==> src/rtl/smie_pkg.sv <==
package smie_pkg;

    // ------------------------------------------------------------
    // Entry sequence timing
    // ------------------------------------------------------------
    // Cycles spent in the entry sequence before the mode is in force
    localparam logic [3:0] ENTRY_CYCLES = 4'h4;
    localparam logic [3:0] CNT_ZERO = 4'h0;
    localparam logic [3:0] CNT_ONE = 4'h1;

    // ------------------------------------------------------------
    // Synchroniser
    // ------------------------------------------------------------
    localparam logic [2:0] SYNC_RESET = 3'h7;
    localparam int SYNC_STAGES = 3;

    // ------------------------------------------------------------
    // States
    // ------------------------------------------------------------
    typedef enum logic [1:0] {
        SMIE_RUN,
        SMIE_WAIT_BOUNDARY,
        SMIE_ENTRY,
        SMIE_MGMT
    } smie_state_t;

endpackage

==> src/rtl/smie_edge_sync.sv <==
`timescale 1ns/10ps
`default_nettype none

// ----------------------------------------------------------------
// Three-stage synchroniser with falling edge detect
// ----------------------------------------------------------------
// The first stage is read only by the second; the edge is judged
// once stages two and three agree on the new level.
module smie_edge_sync (
    input wire logic clk,
    input wire logic rst,
    input wire logic pin_n,
    output logic fall_pulse
);

    typedef struct packed {
        logic [2:0] sync;
        logic stable;
        logic fall;
    } smie_sync_st_t;

    smie_sync_st_t s_q;
    smie_sync_st_t s_d;

    always_comb begin
        s_d = s_q;
        s_d.sync = {s_q.sync[1:0], pin_n};
        s_d.fall = 1'b0;
        if (s_q.sync[1] == s_q.sync[2]) begin
            s_d.stable = s_q.sync[2];
            if (s_q.stable && !s_q.sync[2]) begin
                s_d.fall = 1'b1;
            end
        end
    end

    always_ff @(posedge clk) begin
        if (rst) begin
            s_q <= '{sync: smie_pkg::SYNC_RESET, stable: 1'b1, fall: 1'b0};
        end else begin
            s_q <= s_d;
        end
    end

    assign fall_pulse = s_q.fall;

endmodule

`default_nettype wire

==> src/rtl/smie_pending.sv <==
`timescale 1ns/10ps
`default_nettype none

// ----------------------------------------------------------------
// Pending request latch
// ----------------------------------------------------------------
// A new edge in the same cycle as the take keeps the latch set.
module smie_pending (
    input wire logic clk,
    input wire logic rst,
    input wire logic set_pulse,
    input wire logic take,
    output logic pending
);

    typedef struct packed {
        logic pend;
    } smie_pend_st_t;

    smie_pend_st_t p_q;
    smie_pend_st_t p_d;

    always_comb begin
        p_d = p_q;
        if (take) begin
            p_d.pend = 1'b0; // RL12
        end
        if (set_pulse) begin
            p_d.pend = 1'b1; // RL1 RL7
        end
    end

    always_ff @(posedge clk) begin
        if (rst) begin
            p_q <= '{pend: 1'b0};
        end else begin
            p_q <= p_d;
        end
    end

    assign pending = p_q.pend;

endmodule

`default_nettype wire

==> src/rtl/smie_entry.sv <==
`timescale 1ns/10ps
`default_nettype none

// Function
// RL1: Latch request on falling edge of input.
// RL2: Management request outranks all other interrupts.
// RL3: Finish current instruction, then enter mode.
// RL4: Test at boundaries and string iterations.
// RL5: Defer entry while locked cycles run.
// RL6: No nested entry during management mode.
// RL7: Record new edge during management mode.
// RL8: Serve recorded request only after resume.
// RL9: Assert active indicator when entry starts.
// RL10: Indicator low from entry until resume.
// RL11: Indicator high during hold and reset.
// RL12: Clear pending when its entry begins.
// RL13: Drive bus lock during locked sequences.
// RL14: Requester signals by a falling edge.
module smie_entry (
    input wire logic clk,
    input wire logic rst,
    input wire logic mgmt_irq_req_n,
    input wire logic instr_boundary,
    input wire logic string_iter_boundary,
    input wire logic locked_seq,
    input wire logic hold_ack,
    input wire logic resume_from_mgmt_instr,
    input wire logic other_irq_req,
    output logic mgmt_mode_active_n,
    output logic lock_n,
    output logic mgmt_entry_start,
    output logic other_irq_take,
    output logic system_mgmt_state
);

    // ------------------------------------------------------------
    // State
    // ------------------------------------------------------------
    typedef struct packed {
        smie_pkg::smie_state_t state;
        logic [3:0] cnt;
        logic act_n;
        logic lock_n;
        logic start;
        logic other_take;
        logic in_mgmt;
    } smie_st_t;

    smie_st_t r_q;
    smie_st_t r_d;

    // Request path
    logic fall_pulse;
    logic pending;
    logic take;

    // Boundary gate
    logic boundary;
    logic gate_open;

    // State decode
    logic is_run;
    logic is_wait;
    logic is_entry;
    logic is_mgmt;
    logic can_enter;

    // Entry counter and exit
    logic entry_last;
    logic [3:0] cnt_dec;
    logic resume_hit;
    logic other_ok;

    // Request enters through a three-flop synchroniser
    smie_edge_sync u_sync (
        .clk(clk),
        .rst(rst),
        .pin_n(mgmt_irq_req_n),
        .fall_pulse(fall_pulse)
    );

    smie_pending u_pend (
        .clk(clk),
        .rst(rst),
        .set_pulse(fall_pulse),
        .take(take),
        .pending(pending)
    );

    // ------------------------------------------------------------
    // State decode
    // ------------------------------------------------------------
    assign is_run = (r_q.state == smie_pkg::SMIE_RUN);
    assign is_wait = (r_q.state == smie_pkg::SMIE_WAIT_BOUNDARY);
    assign is_entry = (r_q.state == smie_pkg::SMIE_ENTRY);
    assign is_mgmt = (r_q.state == smie_pkg::SMIE_MGMT);
    // Entry only from run or wait, so no nesting inside the mode
    assign can_enter = is_run || is_wait; // RL6 RL8

    // ------------------------------------------------------------
    // Take decision
    // ------------------------------------------------------------
    // Only whole instructions or single string iterations end here,
    // so nothing is ever aborted midway.
    assign boundary = instr_boundary || string_iter_boundary; // RL3 RL4
    // Locked sequences hold off the take
    assign gate_open = boundary && !locked_seq; // RL5
    // Wait may take as well: a one-cycle boundary is never lost
    assign take = pending && gate_open && can_enter;

    // ------------------------------------------------------------
    // Entry counter
    // ------------------------------------------------------------
    assign entry_last = (r_q.cnt == smie_pkg::CNT_ONE);
    assign cnt_dec = r_q.cnt - smie_pkg::CNT_ONE;

    // ------------------------------------------------------------
    // Exit and other sources
    // ------------------------------------------------------------
    assign resume_hit = is_mgmt && resume_from_mgmt_instr; // RL8
    // Pending management request masks other sources
    assign other_ok = is_run && !pending && other_irq_req
        && instr_boundary; // RL2

    // ------------------------------------------------------------
    // Next state
    // ------------------------------------------------------------
    always_comb begin
        r_d = r_q;

        unique case (r_q.state)
            smie_pkg::SMIE_RUN: begin
                if (take) begin
                    r_d.state = smie_pkg::SMIE_ENTRY;
                end else if (pending) begin
                    r_d.state = smie_pkg::SMIE_WAIT_BOUNDARY; // RL2
                end
            end
            smie_pkg::SMIE_WAIT_BOUNDARY: begin
                if (take) begin
                    r_d.state = smie_pkg::SMIE_ENTRY; // RL3
                end
            end
            smie_pkg::SMIE_ENTRY: begin
                if (entry_last) begin
                    r_d.state = smie_pkg::SMIE_MGMT;
                end
            end
            smie_pkg::SMIE_MGMT: begin
                if (resume_hit) begin
                    r_d.state = smie_pkg::SMIE_RUN; // RL8
                end
            end
        endcase

        // Entry counter
        if (take) begin
            r_d.cnt = smie_pkg::ENTRY_CYCLES;
        end else if (is_entry) begin
            if (entry_last) begin
                r_d.cnt = smie_pkg::CNT_ZERO;
            end else begin
                r_d.cnt = cnt_dec;
            end
        end

        // Mode flag
        if (is_entry && entry_last) begin
            r_d.in_mgmt = 1'b1;
        end else if (resume_hit) begin
            r_d.in_mgmt = 1'b0;
        end

        // Indicator
        if (take) begin
            r_d.act_n = 1'b0; // RL9
        end else if (resume_hit) begin
            r_d.act_n = 1'b1; // RL10
        end else if (is_entry || is_mgmt) begin
            r_d.act_n = 1'b0; // RL10
        end
        // Inactive while the bus belongs to another master
        if (hold_ack) begin
            r_d.act_n = 1'b1; // RL11
        end

        // One-cycle start pulse, other-source take (high while other_ok holds) and the lock pin
        r_d.start = take;
        r_d.other_take = other_ok; // RL2
        r_d.lock_n = !locked_seq; // RL13
    end

    always_ff @(posedge clk) begin
        if (rst) begin
            r_q <= '{state: smie_pkg::SMIE_RUN,
                     cnt: smie_pkg::CNT_ZERO,
                     act_n: 1'b1, // RL11
                     lock_n: 1'b1,
                     start: 1'b0,
                     other_take: 1'b0,
                     in_mgmt: 1'b0};
        end else begin
            r_q <= r_d;
        end
    end

    // ------------------------------------------------------------
    // Outputs
    // ------------------------------------------------------------
    assign mgmt_mode_active_n = r_q.act_n;
    assign lock_n = r_q.lock_n;
    assign mgmt_entry_start = r_q.start;
    assign other_irq_take = r_q.other_take;
    assign system_mgmt_state = r_q.in_mgmt;

endmodule

`default_nettype wire

==> config.mk <==
export PLATFORM = sky130hd
export DESIGN_NAME = smie_entry
export DESIGN_NICKNAME = d
export VERILOG_FILES = /design/src/rtl/smie_pkg.sv /design/src/rtl/smie_edge_sync.sv /design/src/rtl/smie_pending.sv /design/src/rtl/smie_entry.sv
export SDC_FILE = /design/constraint.sdc
export NUM_CORES = 1
export LEC_CHECK = 0
export BUFFER_PORTS_ARGS = -buffer_cell sky130_fd_sc_hd__buf_4
export CORE_MARGIN = 2
export CORE_UTILIZATION = 45
export CTS_CLUSTER_SIZE = 16
export DETAILED_ROUTE_END_ITERATION = 6
export PLACE_DENSITY = 0.69
export SYNTH_ARGS = -nofsm -noshare
export SYNTH_HDL_FRONTEND = slang
export SYNTH_HIERARCHICAL = 1
export SYNTH_SLANG_ARGS = --single-unit
==> constraint.sdc <==
create_clock -name clk -period 1.6 [get_ports clk]
set_clock_uncertainty 0.15 [all_clocks]
set_input_delay 0.24 -clock clk [delete_from_list [all_inputs] [get_ports clk]]
set_output_delay 0.24 -clock clk [all_outputs]
set_load 0.02 [all_outputs]
==> flow_metrics.env, run 1 <==
export IMPL_status="finished, violations left"
export IMPL_violations="negative setup slack"
export IMPL_drt_iter0_drc=7
export IMPL_setup_viol=1
export IMPL_layout_setup_ws_ps=-6.483
export IMPL_routabilityCongestion=0.7576
export IMPL_dpl_hpwl_um=1112
export IMPL_worst_pin_slew_ps=341.5
export IMPL_cts_root_buf="clkbuf_4"
export IMPL_stdcell_area_um2=1152
export IMPL_avgSynthCellArea_um2=9.781
export IMPL_critPathCaptureType="flip-flop"
export IMPL_max_freq_mhz=622.5
export IMPL_clockBufferDepth=2
export IMPL_antenna_cells=0
export IMPL_cts_sinks=17
export IMPL_cp_required_ps=1630
export IMPL_antenna_found_initial=0
export IMPL_die_w_um=46.22
export IMPL_synthArstFlopShare_pct=0
export IMPL_ir_worst_vdd_mv=0.8728
export IMPL_placed_cell_area_um2=1015
export IMPL_drt_total_wl_um=1609
export IMPL_cts_htree_levels=1
export IMPL_area_delta_synth_final_pct=43.68
export IMPL_grt_max_degree=16
export IMPL_postRouteAntennaNets=0
export IMPL_grt_pass1_wl_um=2511
export IMPL_regToRegSetupSlack_ps=-6
export IMPL_hold_violations=0
export IMPL_nets=131
export IMPL_yosysUniqueCellTypes=31
export IMPL_drive_gt1_share_pct=46.49
export IMPL_numPortBuffers=13
export IMPL_core_um2=1708
export IMPL_cts_tree="built"
export IMPL_min_path_type="in -> reg"
export IMPL_layout_worst_path_cycle_share_pct=100.4
export IMPL_syn_instance_count=82
export IMPL_rsz0062_at_grt="yes"
export IMPL_path_class="reg -> reg"
export IMPL_drc=0
export IMPL_start_util_pct=46.96
export IMPL_synth_nets=98
export IMPL_netlist_area_um2=802.0
export IMPL_path_max_fanout=4
export IMPL_period_minus_slack_ps=1606
export IMPL_slew_violations=0
export IMPL_clk_latency_ps=280
export IMPL_synth_edff_count=0
export IMPL_ios=14
export IMPL_cp_start_kind="flip-flop"
export IMPL_routed_via_density=4.885
export IMPL_dieArea_um2=2136
export IMPL_via_count=679
export IMPL_ys_warnings_count=6
export IMPL_die_y_um=46.22
export IMPL_power_static_leakage_nw=0.4656
export IMPL_finalPower_mw=1.599
export IMPL_rows=15
export IMPL_relSlewSlack_pct=76.65
export IMPL_maxCapViolCount=0
export IMPL_post_drt_wl_per_cell_um=11.58
export IMPL_cts_inserted_buffers=3
export IMPL_powerDensity_nw_per_um2=1388
export IMPL_grt_pass1_vias=578
export IMPL_globalRouteOverflowTotal=0
export IMPL_synth_ff_type="dfxtp_1"
export IMPL_firstDrtPassIters=4
export IMPL_ys_seq_area_share_pct=42.43
export IMPL_ys_seq_elements=17
export IMPL_grt_total_usage_pct=16.31
export IMPL_arrival_ps=1640
export IMPL_clk_pin_slew_ps=110
## routing by layer
layer | GRT usage, % | vias to the layer above | part of all wire, %
met1 | 21.43 | 321 | 47
met5 | 0 | - | 0
met2 | 25.83 | 8 | 50
li1 | - | 348 | -
met3 | 2.353 | 2 | 2.4
met4 | 8.000 | 0 | 1.1
## worst max-delay path: stages, from the launching register on
cell and delay (ps):
dfxtp_4 380, inv_4 80, buf_4 110, ha_2 180, mux2_2 330, o311a_1 280
## power breakdown
group	internal (mW)	switching [mW]	leakage (nW)
Sequential	0.499	0.0750	0.140
Clock	0.0926	0.136	0.0177
Combinational	0.440	0.358	0.308
Total	1.03	0.568	0.466
## cell type report
class	count	area [µm²]
multi-input combinational	56	485.5
timing repair buffer	29	225.2
clock buffer	3	22.52
fill	133	555.5
tap	25	31.28
clock inverter	1	5.005
inverter	8	35.03
sequential	17	347.8
## cells by family (layout without fill, tap and decap cells)
group	count (synthesis)	after routing	share of synthesized area, %
DFF	17	17	42.43
AOI/OAI and AO/OA	16	16	13.73
and+or+nand+nor	31	31	25.90
adders and majority gates	7	7	10.92
buffers and inverters	9	41	4.212
muxes	2	2	2.808
## per-stage QoR
stage	cells	setup TNS, ps	setup slack (ps)	utilization (%)	hold WS [ps]
after floorplan	82	0	2.998	-	151.9
after global placement	130	-60.39	-43.57	59.41	238.1
after detailed placement	130	-103.0	-62.28	59.41	247.7
after CTS	137	0	1.691	65.71	20.21
after global routing	139	-92.76	-47.50	67.47	26.23
final	139	-6.483	-6.483	67.47	34.60
## path summary, 6_finish.rpt
| check | from | end | cells past startpoint |
|---|---|---|---|
| worst min-delay path | other_irq_req | other_irq_take | 3 |
| worst max-delay path | r_q[9] | r_q[10] | 5 |
| worst max register to register | r_q[9] | r_q[10] | 5 |
| worst min register to register | u_sync/s_d[3] | u_sync/s_d[4] | 1 |
## registers in the layout (all words and copies together) (netlist names)
name / count
r_q: 6
u_sync/s_d: 2
u_sync/s_q: 2
lock_n: 1
mgmt_entry_start: 1
mgmt_mode_active_n: 1
other_irq_take: 1
system_mgmt_state: 1
u_pend/pending: 1
u_sync/fall_pulse: 1
## synthesized netlist by cell type (2+ instances only)
library cell / n / area [µm²]
o21ai_1: 2 / 10.01
nor2_1: 5 / 18.77
nor2_2: 2 / 12.51
a21oi_1: 5 / 25.02
nor3b_2: 2 / 25.02
or2_1: 2 / 12.51
nand2_1: 4 / 15.01
inv_1: 7 / 26.28
nor3_1: 4 / 20.02
nand2b_1: 4 / 25.02
mux2_2: 2 / 22.52
nor3_2: 2 / 20.02
ha_1: 7 / 87.58
dfxtp_1: 17 / 340.3
## what timing repair did
item                                    in CTS  in global routing
endpoints found under the setup margin       4                  3
pin swaps                                    2                  0
buffers inserted                             0                  2
hold buffers                                 3                  0
endpoints found under the hold margin        3                  0
resized for setup                           12                  3
## layout by cell type (no fill, tap or decap), types with 2 or more instances in the layout
cell / count
a21oi_1: 4
a21oi_2: 2
buf_4: 26
clkbuf_4: 3
dfxtp_1: 15
dfxtp_4: 2
dlygate4sd3_1: 3
ha_1: 3
ha_2: 2
ha_4: 2
inv_1: 5
inv_4: 2
mux2_2: 2
nand2_1: 4
nand2b_1: 4
nor2_1: 5
nor3_1: 4
nor3_4: 2
o21ai_1: 2
or2_1: 2
(Power assumes the default switching activity.)
==> run 2, diff against run 1 <==
CORE_UTILIZATION = 47   (was 45)
PLACE_DENSITY = 0.71   (was 0.69)
==> run 2 against run 1 <==
The flow now finishes without violations; global-route usage up 3.0 points; sequential power up 1%; register-to-register slack about the same; final cell count down 7.2%; routed wire length up 8.6%; clock power about the same; cell area up 2.6%; power up 4.7%; setup slack better by 6.7 ps; worst hold slack better by 25 ps; sequential share of layout area down 0.66 points; critical path type unchanged; largest cell class unchanged.
==> flow_metrics.env, run 2 (synthesized netlist as in run 1, its figures left out) <==
export IMPL_placed_cell_area_um2=988.4
export IMPL_area_delta_synth_final_pct=47.43
export IMPL_dieArea_um2=2053
export IMPL_cts_tree="built"
export IMPL_nets=130
export IMPL_arrival_ps=1630
export IMPL_top_layer="met4"
export IMPL_via_count=682
export IMPL_numPortBuffers=13
export IMPL_cts_sinks=17
export IMPL_clk_pin_slew_ps=100
export IMPL_path_max_fanout=4
export IMPL_power_static_leakage_nw=0.4729
export IMPL_rsz0062_at_grt="yes"
export IMPL_ios=14
export IMPL_tns_ps=0
export IMPL_antenna_cells=0
export IMPL_cp_cell_sequence="inv_4 -> ha_4 -> nor2_4 -> nor3_4 -> mux2_4 -> o311a_1"
export IMPL_critPathCaptureType="flip-flop"
export IMPL_routed_via_density=5.287
export IMPL_largest_register="r_q"
export IMPL_hold_ws_ps=59.33
export IMPL_grt_max_degree=16
export IMPL_dpl_hpwl_um=1187
export IMPL_grt_pass1_wl_um=2870
export IMPL_powerDensity_nw_per_um2=1416
export IMPL_layout_setup_ws_ps=0.2245
export IMPL_dr_wl_met3_um=35
export IMPL_final_cells=129
export IMPL_firstDrtPassIters=5
export IMPL_fillCellCount=93
export IMPL_ir_worst_vdd_mv=1.006
export IMPL_period_minus_slack_ps=1600
export IMPL_post_drt_wl_per_cell_um=13.54
export IMPL_post_place_ws_ps=-100.6
export IMPL_multi_input_area_um2=531.8
export IMPL_drive_gt1_share_pct=49.56
export IMPL_cp_start_kind="flip-flop"
export IMPL_clk_latency_ps=280
export IMPL_cts_inserted_buffers=3
export IMPL_path_class="reg -> reg"
export IMPL_rows=14
export IMPL_cp_required_ps=1630
export IMPL_grt_total_usage_pct=19.30
export IMPL_met1Wirelength_um=737
export IMPL_clockBufferDepth=2
export IMPL_cts_htree_levels=1
export IMPL_drt_iter0_drc=9
export IMPL_antenna_found_initial=0
export IMPL_dp_cells=119
export IMPL_globalRouteOverflowTotal=0
export IMPL_largest_reg_flops=6
export IMPL_max_freq_mhz=625.1
export IMPL_postRouteAntennaNets=0
export IMPL_wl_met2_um=953
export IMPL_critPathTopFamily="flip-flops"
export IMPL_die_y_um=45.31
export IMPL_status="finished, final reports clean"
export IMPL_cp_num_buf_inv=1
export IMPL_slowest_delay_ps=400
export IMPL_maxCapViolCount=0
export IMPL_routabilityCongestion=0.7588
export IMPL_layout_worst_path_cycle_share_pct=99.99
export IMPL_die_w_um=45.31
export IMPL_start_util_pct=51.44
export IMPL_worst_pin_slew_ps=289.5
export IMPL_regArea_um2=349.1
export IMPL_finalPower_mw=1.674
export IMPL_critPathSlowestCell="dfxtp_4"
export IMPL_relSlewSlack_pct=80.65
export IMPL_setup_viol=0
export IMPL_core_um2=1559
export IMPL_stdcell_area_um2=1182
export IMPL_finish_utilization_pct=75.84
export IMPL_slew_violations=0
export IMPL_grt_pass1_vias=686
export IMPL_most_common_layout_cells="25 x buf_4, 14 x dfxtp_1, 5 x nor2_1"
export IMPL_cts_root_buf="clkbuf_4"
export IMPL_drc=0
export IMPL_min_path_type="in -> reg"
export IMPL_hold_violations=0
export IMPL_drt_total_wl_um=1747
export IMPL_final_common_cell="buf_4"
## run 2: cell count changes in the layout (fill, tap and decap cells not counted), sizes merged
cell	delta
buf	-1
clkinv	-1
clkbuf	+1
## run 2: what timing repair did
item,in CTS,in global routing
endpoints found under the hold margin,3,0
hold buffers,3,0
setup endpoints to repair,3,4
buffers inserted,0,3
pin swaps,1,5
cloned,0,0
gates resized for setup,9,17
## run 2: power breakdown
part	internal (mW)	switching [mW]
logic	0.455	0.412
registers	0.500	0.0818
clock network	0.0967	0.128
## run 2: final timing paths
path,end,cells past startpoint,start,slack (ps)
min,other_irq_take,3,other_irq_req,60
min reg2reg,u_sync/s_d[4],1,u_sync/s_d[3],270
max reg2reg,r_q[10],6,r_q[10],0.2
max,r_q[10],6,r_q[10],0.2
## run 2: metal layers
metal | GRT usage [%] | up-vias
met4 | 7.059 | 0
met1 | 23.38 | 326
met3 | 3.600 | 2
met2 | 33.71 | 8
met5 | 0 | -
li1 | - | 346
## run 2: final cells by class
| type | instances | share of cell area [%] |
|---|---|---|
| multi-input combinational | 56 | 44.97 |
| sequential | 17 | 29.52 |
| timing repair buffer | 28 | 18.41 |
| inverter | 8 | 3.175 |
| clock buffer | 4 | 2.222 |
| tap | 16 | 1.693 |
## run 2: worst register-to-register path: stages (launching register included)
cell and delay (ps):
dfxtp_4 400, inv_4 60, ha_4 160, nor2_4 140
nor3_4 60, mux2_4 260, o311a_1 270
